<file path="config.mk">
export PLATFORM = sky130hd
export DESIGN_NAME = pmc_capability
export DESIGN_NICKNAME = d
export VERILOG_FILES = /design/src/pkg/pmc_pkg.sv /design/src/rtl/pmc_power_state.sv /design/src/rtl/pmc_capability.sv
export SDC_FILE = /design/constraint.sdc
export NUM_CORES = 1
export LEC_CHECK = 0
export ABC_AREA = 1
export CAP_MARGIN = 0
export CORE_AREA = 8 8 45 47
export DETAILED_ROUTE_END_ITERATION = 7
export DIE_AREA = 0 0 53 55
export DONT_BUFFER_PORTS = 1
export MAX_ROUTING_LAYER = met4
export PLACE_DENSITY = 0.65
export SYNTH_ARGS = -nofsm -noshare
export SYNTH_HDL_FRONTEND = slang
export SYNTH_HIERARCHICAL = 1
export SYNTH_SLANG_ARGS = --single-unit
</file>
<file path="constraint.sdc">
create_clock -name ref_clk -period 0.9 [get_ports ref_clk]
set_input_delay 0.09 -clock ref_clk [delete_from_list [all_inputs] [get_ports ref_clk]]
set_output_delay 0.09 -clock ref_clk [all_outputs]
set_load 0.05 [all_outputs]
</file>
<file path="src/pkg/pmc_pkg.sv">
// package: offsets, field layout, fixed values and carriers of the power-management capability
`default_nettype none
package pmc_pkg;
    // configuration offsets, relative to the capability base
    localparam logic [2:0]  PMC_OFF_CAPS     = 3'h2;
    localparam logic [2:0]  PMC_OFF_CTRL     = 3'h4;
    // capabilities word field positions
    localparam int          CAP_D3COLD_BIT   = 15;
    localparam int          CAP_D3HOT_BIT    = 14;
    localparam int          CAP_D2WAKE_BIT   = 13;
    localparam int          CAP_D1WAKE_BIT   = 12;
    localparam int          CAP_D0WAKE_BIT   = 11;
    localparam int          CAP_STATE2_BIT   = 10;
    localparam int          CAP_STATE1_BIT   = 9;
    localparam int          CAP_AUX_LSB      = 6;
    localparam int          CAP_AUX_MSB      = 8;
    localparam int          CAP_DSI_BIT      = 5;
    localparam int          CAP_WAKECLK_BIT  = 3;
    localparam int          CAP_VER_LSB      = 0;
    localparam int          CAP_VER_MSB      = 2;
    // fixed capability values
    localparam logic        CAP_D3HOT_VAL    = 1'b1;
    localparam logic        CAP_NO_VAL       = 1'b0;
    // control/status word field positions
    localparam int          CTL_STATUS_BIT   = 15;
    localparam int          CTL_ENABLE_BIT   = 8;
    localparam int          CTL_PSTATE_LSB   = 0;
    localparam int          CTL_PSTATE_MSB   = 1;
    localparam int          BE_HIGH          = 1;
    localparam int          BE_LOW           = 0;
    // power-state codes and reset values
    typedef logic [1:0] pmc_pstate_t;
    localparam pmc_pstate_t PMC_PSTATE_D0    = 2'h0;
    localparam pmc_pstate_t PMC_PSTATE_D3HOT = 2'h3;
    localparam pmc_pstate_t PMC_PSTATE_RESET = 2'h0;
    localparam logic        STATUS_RESET     = 1'b0;
    localparam logic        ENABLE_RESET     = 1'b0;
    localparam logic [15:0] RDATA_RESET      = 16'h0000;
    // one configuration request per cycle
    typedef struct packed {
        logic        rd;
        logic        wr;
        logic [2:0]  addr;
        logic [1:0]  be;
        logic [15:0] wdata;
    } pmc_cfg_req_s;
endpackage : pmc_pkg
`default_nettype wire

</file>
<file path="src/rtl/pmc_power_state.sv">
// power-state field: holds the current state and filters requested codes
`default_nettype none
module pmc_power_state (
    input  wire logic                 ref_clk,
    input  wire logic                 rst_b,
    input  wire logic                 pstate_wr,
    input  wire pmc_pkg::pmc_pstate_t pstate_wdata,
    output var  pmc_pkg::pmc_pstate_t pstate_reg,
    output wire logic                 d3hot
);
    logic pstate_legal;

    // only d0 and d3hot are kept; d1/d2 codes leave the state alone
    assign pstate_legal = (pstate_wdata == pmc_pkg::PMC_PSTATE_D0) ||
                          (pstate_wdata == pmc_pkg::PMC_PSTATE_D3HOT);

    // state register, comes up in d0
    always_ff @(posedge ref_clk or negedge rst_b) begin
        if (!rst_b) begin
            pstate_reg <= pmc_pkg::PMC_PSTATE_RESET;
        end else if (pstate_wr && pstate_legal) begin
            pstate_reg <= pstate_wdata;
        end
    end

    assign d3hot = (pstate_reg == pmc_pkg::PMC_PSTATE_D3HOT);

    AST_ILLEGAL_HOLD: assert property (@(posedge ref_clk) disable iff (!rst_b)
        pstate_wr && !pstate_legal |=> pstate_reg == $past(pstate_reg))
        else $error("unsupported power-state code changed the state");
    AST_LEGAL_CODE: assert property (@(posedge ref_clk) disable iff (!rst_b)
        pstate_reg == pmc_pkg::PMC_PSTATE_D0 || pstate_reg == pmc_pkg::PMC_PSTATE_D3HOT)
        else $error("power state holds an unsupported code");
endmodule : pmc_power_state
`default_nettype wire

</file>
<file path="src/rtl/pmc_capability.sv">
// power-management capability: capabilities word, control/status word and d3hot gating
`default_nettype none

module pmc_capability #(
    parameter logic       D3COLD_WAKE = 1'b0,
    parameter logic [2:0] AUX_CURRENT = 3'h0,
    parameter logic       DEV_INIT    = 1'b0,
    parameter logic [2:0] PM_VERSION  = 3'h2
) (
    input  wire logic                  ref_clk,
    input  wire logic                  rst_b,
    input  wire pmc_pkg::pmc_cfg_req_s cfg_req,
    output logic [15:0]                cfg_rdata,
    output logic                       cfg_ack,
    input  wire logic                  wake_event_req,
    output logic                       wake_event_b,
    input  wire logic                  irq_req,
    output logic                       irq_out,
    input  wire logic                  mem_req,
    output logic                       mem_grant,
    output logic                       d3hot_state
);
    logic                 cfg_hit_caps;
    logic                 cfg_hit_ctrl;
    logic                 status_set;
    logic                 status_clr;
    logic                 enable_wr;
    logic                 pstate_wr;
    logic                 d3hot;
    logic                 wake_event_status;
    logic                 wake_event_enable;
    pmc_pkg::pmc_pstate_t power_state_field;
    logic [15:0]          power_capabilities;
    logic [15:0]          power_control_status;
    logic [15:0]          rdata_next;

    // offset decode of the configuration request
    assign cfg_hit_caps = (cfg_req.addr == pmc_pkg::PMC_OFF_CAPS);
    assign cfg_hit_ctrl = (cfg_req.addr == pmc_pkg::PMC_OFF_CTRL);

    // capabilities word: all constant, built from parameters and fixed values
    always_comb begin
        power_capabilities = 16'h0000;
        power_capabilities[pmc_pkg::CAP_D3COLD_BIT] = D3COLD_WAKE;
        power_capabilities[pmc_pkg::CAP_D3HOT_BIT]  = pmc_pkg::CAP_D3HOT_VAL;
        power_capabilities[pmc_pkg::CAP_D2WAKE_BIT] = pmc_pkg::CAP_NO_VAL;
        power_capabilities[pmc_pkg::CAP_D1WAKE_BIT] = pmc_pkg::CAP_NO_VAL;
        power_capabilities[pmc_pkg::CAP_D0WAKE_BIT] = pmc_pkg::CAP_NO_VAL;
        power_capabilities[pmc_pkg::CAP_STATE2_BIT] = pmc_pkg::CAP_NO_VAL;
        power_capabilities[pmc_pkg::CAP_STATE1_BIT] = pmc_pkg::CAP_NO_VAL;
        power_capabilities[pmc_pkg::CAP_AUX_MSB:pmc_pkg::CAP_AUX_LSB] = AUX_CURRENT;
        power_capabilities[pmc_pkg::CAP_DSI_BIT]    = DEV_INIT;
        power_capabilities[pmc_pkg::CAP_WAKECLK_BIT] = pmc_pkg::CAP_NO_VAL;
        power_capabilities[pmc_pkg::CAP_VER_MSB:pmc_pkg::CAP_VER_LSB] = PM_VERSION;
    end

    // write strobes; the high byte lane carries status and enable
    assign status_clr = cfg_req.wr && cfg_hit_ctrl && cfg_req.be[pmc_pkg::BE_HIGH] &&
                        cfg_req.wdata[pmc_pkg::CTL_STATUS_BIT];
    assign enable_wr  = cfg_req.wr && cfg_hit_ctrl && cfg_req.be[pmc_pkg::BE_HIGH];
    assign pstate_wr  = cfg_req.wr && cfg_hit_ctrl && cfg_req.be[pmc_pkg::BE_LOW];

    // wake events are only raised out of d3hot; in d0 the core uses interrupts
    assign status_set = wake_event_req && d3hot;

    // power-state field lives in its own module
    pmc_power_state u_power_state (
        .ref_clk  (ref_clk),
        .rst_b    (rst_b),
        .pstate_wr    (pstate_wr),
        .pstate_wdata (cfg_req.wdata[pmc_pkg::CTL_PSTATE_MSB:pmc_pkg::CTL_PSTATE_LSB]),
        .pstate_reg   (power_state_field),
        .d3hot        (d3hot)
    );

    // wake status: set beats a simultaneous write-one clear so no event is lost
    always_ff @(posedge ref_clk or negedge rst_b) begin
        if (!rst_b) begin
            wake_event_status <= pmc_pkg::STATUS_RESET;
        end else if (status_set) begin
            wake_event_status <= 1'b1;
        end else if (status_clr) begin
            wake_event_status <= 1'b0;
        end
    end

    // wake enable, plain read/write bit
    always_ff @(posedge ref_clk or negedge rst_b) begin
        if (!rst_b) begin
            wake_event_enable <= pmc_pkg::ENABLE_RESET;
        end else if (enable_wr) begin
            wake_event_enable <= cfg_req.wdata[pmc_pkg::CTL_ENABLE_BIT];
        end
    end

    // control/status word; data-register bits and reserved bits read zero
    always_comb begin
        power_control_status = 16'h0000;
        power_control_status[pmc_pkg::CTL_STATUS_BIT] = wake_event_status;
        power_control_status[pmc_pkg::CTL_ENABLE_BIT] = wake_event_enable;
        power_control_status[pmc_pkg::CTL_PSTATE_MSB:pmc_pkg::CTL_PSTATE_LSB] = power_state_field;
    end

    // read mux; offsets outside this capability answer zero
    always_comb begin
        rdata_next = pmc_pkg::RDATA_RESET;
        if (cfg_hit_caps) begin
            rdata_next = power_capabilities;
        end else if (cfg_hit_ctrl) begin
            rdata_next = power_control_status;
        end
    end

    // configuration answer, one cycle after the request, in every power state
    always_ff @(posedge ref_clk or negedge rst_b) begin
        if (!rst_b) begin
            cfg_rdata <= pmc_pkg::RDATA_RESET;
            cfg_ack   <= 1'b0;
        end else begin
            cfg_ack   <= cfg_req.rd || cfg_req.wr;
            if (cfg_req.rd) begin
                cfg_rdata <= rdata_next;
            end
        end
    end

    // wake output, active low; registered so it never glitches on the pin
    always_ff @(posedge ref_clk or negedge rst_b) begin
        if (!rst_b) begin
            wake_event_b <= 1'b1;
        end else begin
            wake_event_b <= !(wake_event_status && wake_event_enable);
        end
    end

    // d3hot gating of interrupts and memory-space accesses
    always_ff @(posedge ref_clk or negedge rst_b) begin
        if (!rst_b) begin
            irq_out     <= 1'b0;
            mem_grant   <= 1'b0;
            d3hot_state <= 1'b0;
        end else begin
            irq_out     <= irq_req && !d3hot;
            mem_grant   <= mem_req && !d3hot;
            d3hot_state <= d3hot;
        end
    end

    // checks on the capabilities word, seen through a read
    AST_CAPS_STATE2: assert property (@(posedge ref_clk) disable iff (!rst_b)
        cfg_req.rd && cfg_hit_caps |=> !cfg_rdata[pmc_pkg::CAP_STATE2_BIT])
        else $error("capabilities advertise d2");
    AST_CAPS_STATE1: assert property (@(posedge ref_clk) disable iff (!rst_b)
        cfg_req.rd && cfg_hit_caps |=> !cfg_rdata[pmc_pkg::CAP_STATE1_BIT])
        else $error("capabilities advertise d1");
    AST_CAPS_D1WAKE: assert property (@(posedge ref_clk) disable iff (!rst_b)
        cfg_req.rd && cfg_hit_caps |=> !cfg_rdata[pmc_pkg::CAP_D1WAKE_BIT])
        else $error("capabilities advertise wake from d1");
    AST_CAPS_D0WAKE: assert property (@(posedge ref_clk) disable iff (!rst_b)
        cfg_req.rd && cfg_hit_caps |=> !cfg_rdata[pmc_pkg::CAP_D0WAKE_BIT])
        else $error("capabilities advertise wake from d0");
    AST_CAPS_D3HOT: assert property (@(posedge ref_clk) disable iff (!rst_b)
        cfg_req.rd && cfg_hit_caps |=> cfg_rdata[pmc_pkg::CAP_D3HOT_BIT])
        else $error("capabilities hide wake from d3hot");
    AST_CAPS_WAKECLK: assert property (@(posedge ref_clk) disable iff (!rst_b)
        cfg_req.rd && cfg_hit_caps |=> !cfg_rdata[pmc_pkg::CAP_WAKECLK_BIT])
        else $error("capabilities claim wake needs the clock");
    AST_CAPS_FIXED: assert property (@(posedge ref_clk) disable iff (!rst_b)
        cfg_req.rd && cfg_hit_caps |=>
        cfg_rdata[pmc_pkg::CAP_AUX_MSB:pmc_pkg::CAP_AUX_LSB] == AUX_CURRENT &&
        cfg_rdata[pmc_pkg::CAP_DSI_BIT] == DEV_INIT &&
        cfg_rdata[pmc_pkg::CAP_VER_MSB:pmc_pkg::CAP_VER_LSB] == PM_VERSION)
        else $error("fixed capability fields differ from parameters");

    // checks on the control/status word
    AST_CTRL_ZERO: assert property (@(posedge ref_clk) disable iff (!rst_b)
        cfg_req.rd && cfg_hit_ctrl |=>
        cfg_rdata[pmc_pkg::CTL_STATUS_BIT-1:pmc_pkg::CTL_ENABLE_BIT+1] == '0 &&
        cfg_rdata[pmc_pkg::CTL_ENABLE_BIT-1:pmc_pkg::CTL_PSTATE_MSB+1] == '0)
        else $error("reserved control bits read non-zero");
    AST_STATUS_SET: assert property (@(posedge ref_clk) disable iff (!rst_b)
        wake_event_req && d3hot |=> wake_event_status)
        else $error("wake event did not set status");
    AST_STATUS_CLR: assert property (@(posedge ref_clk) disable iff (!rst_b)
        status_clr && !status_set |=> !wake_event_status)
        else $error("write one did not clear status");
    AST_STATUS_D0: assert property (@(posedge ref_clk) disable iff (!rst_b)
        !wake_event_status && !d3hot |=> !wake_event_status)
        else $error("status rose while in d0");
    AST_WAKE_OUT: assert property (@(posedge ref_clk) disable iff (!rst_b)
        wake_event_status && wake_event_enable |=> !wake_event_b)
        else $error("enabled status did not drive the wake output");
    AST_WAKE_QUIET: assert property (@(posedge ref_clk) disable iff (!rst_b)
        !wake_event_enable |=> wake_event_b)
        else $error("wake output active while disabled");
    AST_PSTATE_WRITE: assert property (@(posedge ref_clk) disable iff (!rst_b)
        pstate_wr && cfg_req.wdata[pmc_pkg::CTL_PSTATE_MSB:pmc_pkg::CTL_PSTATE_LSB] ==
        pmc_pkg::PMC_PSTATE_D3HOT |=> power_state_field == pmc_pkg::PMC_PSTATE_D3HOT)
        else $error("power state write did not take effect");
    AST_MEM_BLOCK: assert property (@(posedge ref_clk) disable iff (!rst_b)
        d3hot |=> !mem_grant)
        else $error("memory access granted in d3hot");
    AST_CFG_ALIVE: assert property (@(posedge ref_clk) disable iff (!rst_b)
        d3hot && cfg_req.rd |=> cfg_ack)
        else $error("configuration read unanswered in d3hot");
    AST_IRQ_BLOCK: assert property (@(posedge ref_clk) disable iff (!rst_b)
        d3hot |=> !irq_out)
        else $error("interrupt delivered in d3hot");
    AST_IRQ_PASS: assert property (@(posedge ref_clk) disable iff (!rst_b)
        irq_req && !d3hot |=> irq_out)
        else $error("interrupt lost in d0");
    AST_RESET_VALUES: assert property (@(posedge ref_clk)
        $rose(rst_b) |-> !wake_event_status && !wake_event_enable &&
        power_state_field == pmc_pkg::PMC_PSTATE_D0)
        else $error("control bits not at reset values");

    // main scenarios
    COV_ENTER_D3HOT: cover property (@(posedge ref_clk) disable iff (!rst_b)
        $rose(d3hot));
    COV_WAKE: cover property (@(posedge ref_clk) disable iff (!rst_b)
        $fell(wake_event_b));
    COV_SET_AND_CLR: cover property (@(posedge ref_clk) disable iff (!rst_b)
        status_set && status_clr);
    COV_BACK_TO_D0: cover property (@(posedge ref_clk) disable iff (!rst_b)
        $fell(d3hot));
endmodule : pmc_capability
`default_nettype wire

</file>
==> reports/summary.txt <==
outcome = finished with violations
failing checks = negative setup slack
final max-slew violation count = 0
period utilisation layout = 116%
Routed Antenna Nets = 0
Die Y = 55 um
CP max FO = 1
Synth-to-Final Area Change = 34.3%
R2R Path End = wake_event_status
vias = 492
Routed WL per cell = 12.2 um
vias in the first global route = 477
setup violators final = 8
routability cong. = 0.697
Worst Setup EP = wake_event_b
Num CTS Buffers = 3
Synth Instances = 75
vias per inst = 4.28
nets = 128
unrepaired setup endpoints after global routing = true
row count = 14
met1 usage = 10.8%
Min Clock Period, post-route = 1050 ps
worst slew pin tran = 620 ps
Overflow after GRT = 0
CTS tree = built
adder-cell area share of the yosys netlist = 0%
Die W = 53 um
GRT met2 Usage = 16.2%
PortBufs = 0
Worst R2R Setup Slack = 120 ps
max frequency = 0.955 GHz
Syn. warnings = 6
VDD IR max = 897 uV
mux contribution to synthesized area = 0%
FF-to-FF path depth = 4
origin of the worst setup path = wake_event_b
max reg flops = 5
pwr dens = 1800 nW/um2
placed insts = 100
CTS Root Cell = clkbuf_4
Layout Cells excl Fill = 115
CTS Buffer Depth = 2
clk_skew = 9.72 ps
WP data required = 810 ps
largest net degree at the start of global routing = 15
critical path class = flop to output pin
starting density of the core = 48.2%
met3 GRT Util = 3.48%
Final Hold Viols = 0
reg2reg start = u_power_state/pstate_reg[0]
WHS = 5.15 ps
FF+latch area = 352 um2
CP arrival = 960 ps
type of destination of the critical path = output pin
n_diodes = 0
DRT Pass-1 Iters = 4
fin util = 64.7%
grt peak-use layer = met2
GRT Total Usage = 10.7%
Worst path depth = 0
Clock Latency Late Sink = 280 ps
DRC Markers = 0
Critical Path Start Type = flop
WL final = 1400 um
initial antenna violation count = 0
Leak = 0.496 nW
Compound-Gate Fraction of Synth Area = 3.94%
core area = 1380 um2
final worst slack = -147 ps
clock slew at reported path FFs = 80 ps
xor-xnor portion of the synthesized cell area = 0%
Iter 0 DRT Violations = 7
Max-Cap Viols = 0
I/O Pins = 49
relative max-transition margin = 58.5%
multi-input logic area = 229 um2
sequential element share of the synthesized area = 52.7%
DIE AREA = 2920 um2
Synth Area in Simple Gates = 24.2%
Syn Std Cell Area = 667 um2
global-route wire length before repair = 2130 um
H-tree lvl count = 1
layout cells sized above 1 = 20.2%
total clock sinks = 14
Hold/Removal Path Class = input pin to flop
Yosys reg bits = 14
post-DP HPWL = 1050 um
count of cell types in the netlist = 18
average cell area after synthesis = 8.89 um2
FILL cells = 117
largest family of logic cells by synthesized area = simple AND/OR/NAND/NOR gates
==> tightest hold or removal path, cell delays in order <==
cell	delay (ps)
o21ai_1	50
inv_1	80
nor2_1	40
==> cells in the mapped netlist <==
| library cell | n | area [um2] |
|---|---|---|
| nand2_1 | 18 | 67.6 |
| dfrtp_1 | 13 | 325 |
| buf_4 | 11 | 82.6 |
| inv_1 | 11 | 41.3 |
| nor2_1 | 6 | 22.5 |
| nand3_1 | 4 | 20.0 |
| a21oi_2 | 1 | 8.76 |
| and3_1 | 1 | 6.26 |
| conb_1 | 1 | 3.75 |
| dfstp_2 | 1 | 26.3 |
| nand2_2 | 1 | 6.26 |
| nand3_2 | 1 | 10.0 |
| nand4_1 | 1 | 6.26 |
| nor3_4 | 1 | 16.3 |
| o21ai_0 | 1 | 5.00 |
| o21ai_1 | 1 | 5.00 |
| o21bai_1 | 1 | 7.51 |
| or2_2 | 1 | 6.26 |
==> cells in the final DEF, fill, tap and decap left out, types with 2 or more instances in the layout <==
cell type      Yosys  final
conb_1             1     11
buf_6              0      8
buf_4             11      2
nand3_1            4      4
dlygate4sd3_1      0      9
inv_1             11     11
dfrtp_1           13     13
clkbuf_4           0      3
nand2_1           18     18
nor2_1             6      6
==> power by group <==
part | internal (mW) | switching, mW | total [mW]
clock network | 0.172 | 0.193 | 0.365
registers | 0.718 | 0.0911 | 0.810
logic | 0.142 | 0.295 | 0.437
total | 1.03 | 0.579 | 1.61
==> timing repair <==
action	in CTS	in global routing
setup buffers	1	0
hold endpoints to repair	26	0
gates resized for setup	8	1
hold buffers	10	0
setup endpoints to repair	10	13
==> cell type report <==
cell class,count,share of cell area (%)
Clock buffer,4,2.93
Inverter,11,4.61
Multi-Input combinational cell,49,25.6
Sequential cell,14,39.2
Tap cell,16,2.23
Timing Repair Buffer,21,25.4
==> per-stage QoR <==
stage	power (mW)	setup TNS [ps]	area [um2]	worst slack, ps
4_1_cts	1.62	-324	893	-156
3_3_place_gp	1.17	0	729	128
5_1_grt	1.70	-623	896	-180
3_5_place_dp	1.18	0	729	114
6_report	1.61	-302	896	-147
2_1_floorplan	1.14	0	704	24.9
==> cells by family (layout without fill, tap and decap cells) <==
logic type             Yosys count  after routing
and+or+nand+nor                 34             34
buffers and inverters           22             36
AOI/OAI and AO/OA                4              4
other                            1             11
DFF                             14             14
==> routing by layer <==
layer  vias up  part of all wire (%)
li1        253                     -
met1       214                    38
met2        20                    51
met3         5                   6.9
met4         0                   4.1
met5         -                     0
==> worst min-delay path by stage <==
stage	startpoint	to	slack [ps]	depth (start not counted)
floorplan	rst_b	cfg_ack	-210	0
global placement	rst_b	cfg_rdata[14]	-210	0
detailed placement	rst_b	cfg_rdata[14]	-210	0
CTS	cfg_req[18]	cfg_rdata[14]	6	3
global route	cfg_req[18]	cfg_rdata[14]	30	3
finish	cfg_req[18]	cfg_rdata[14]	5	3
No activity file was read; power rests on OpenSTA's default activity.
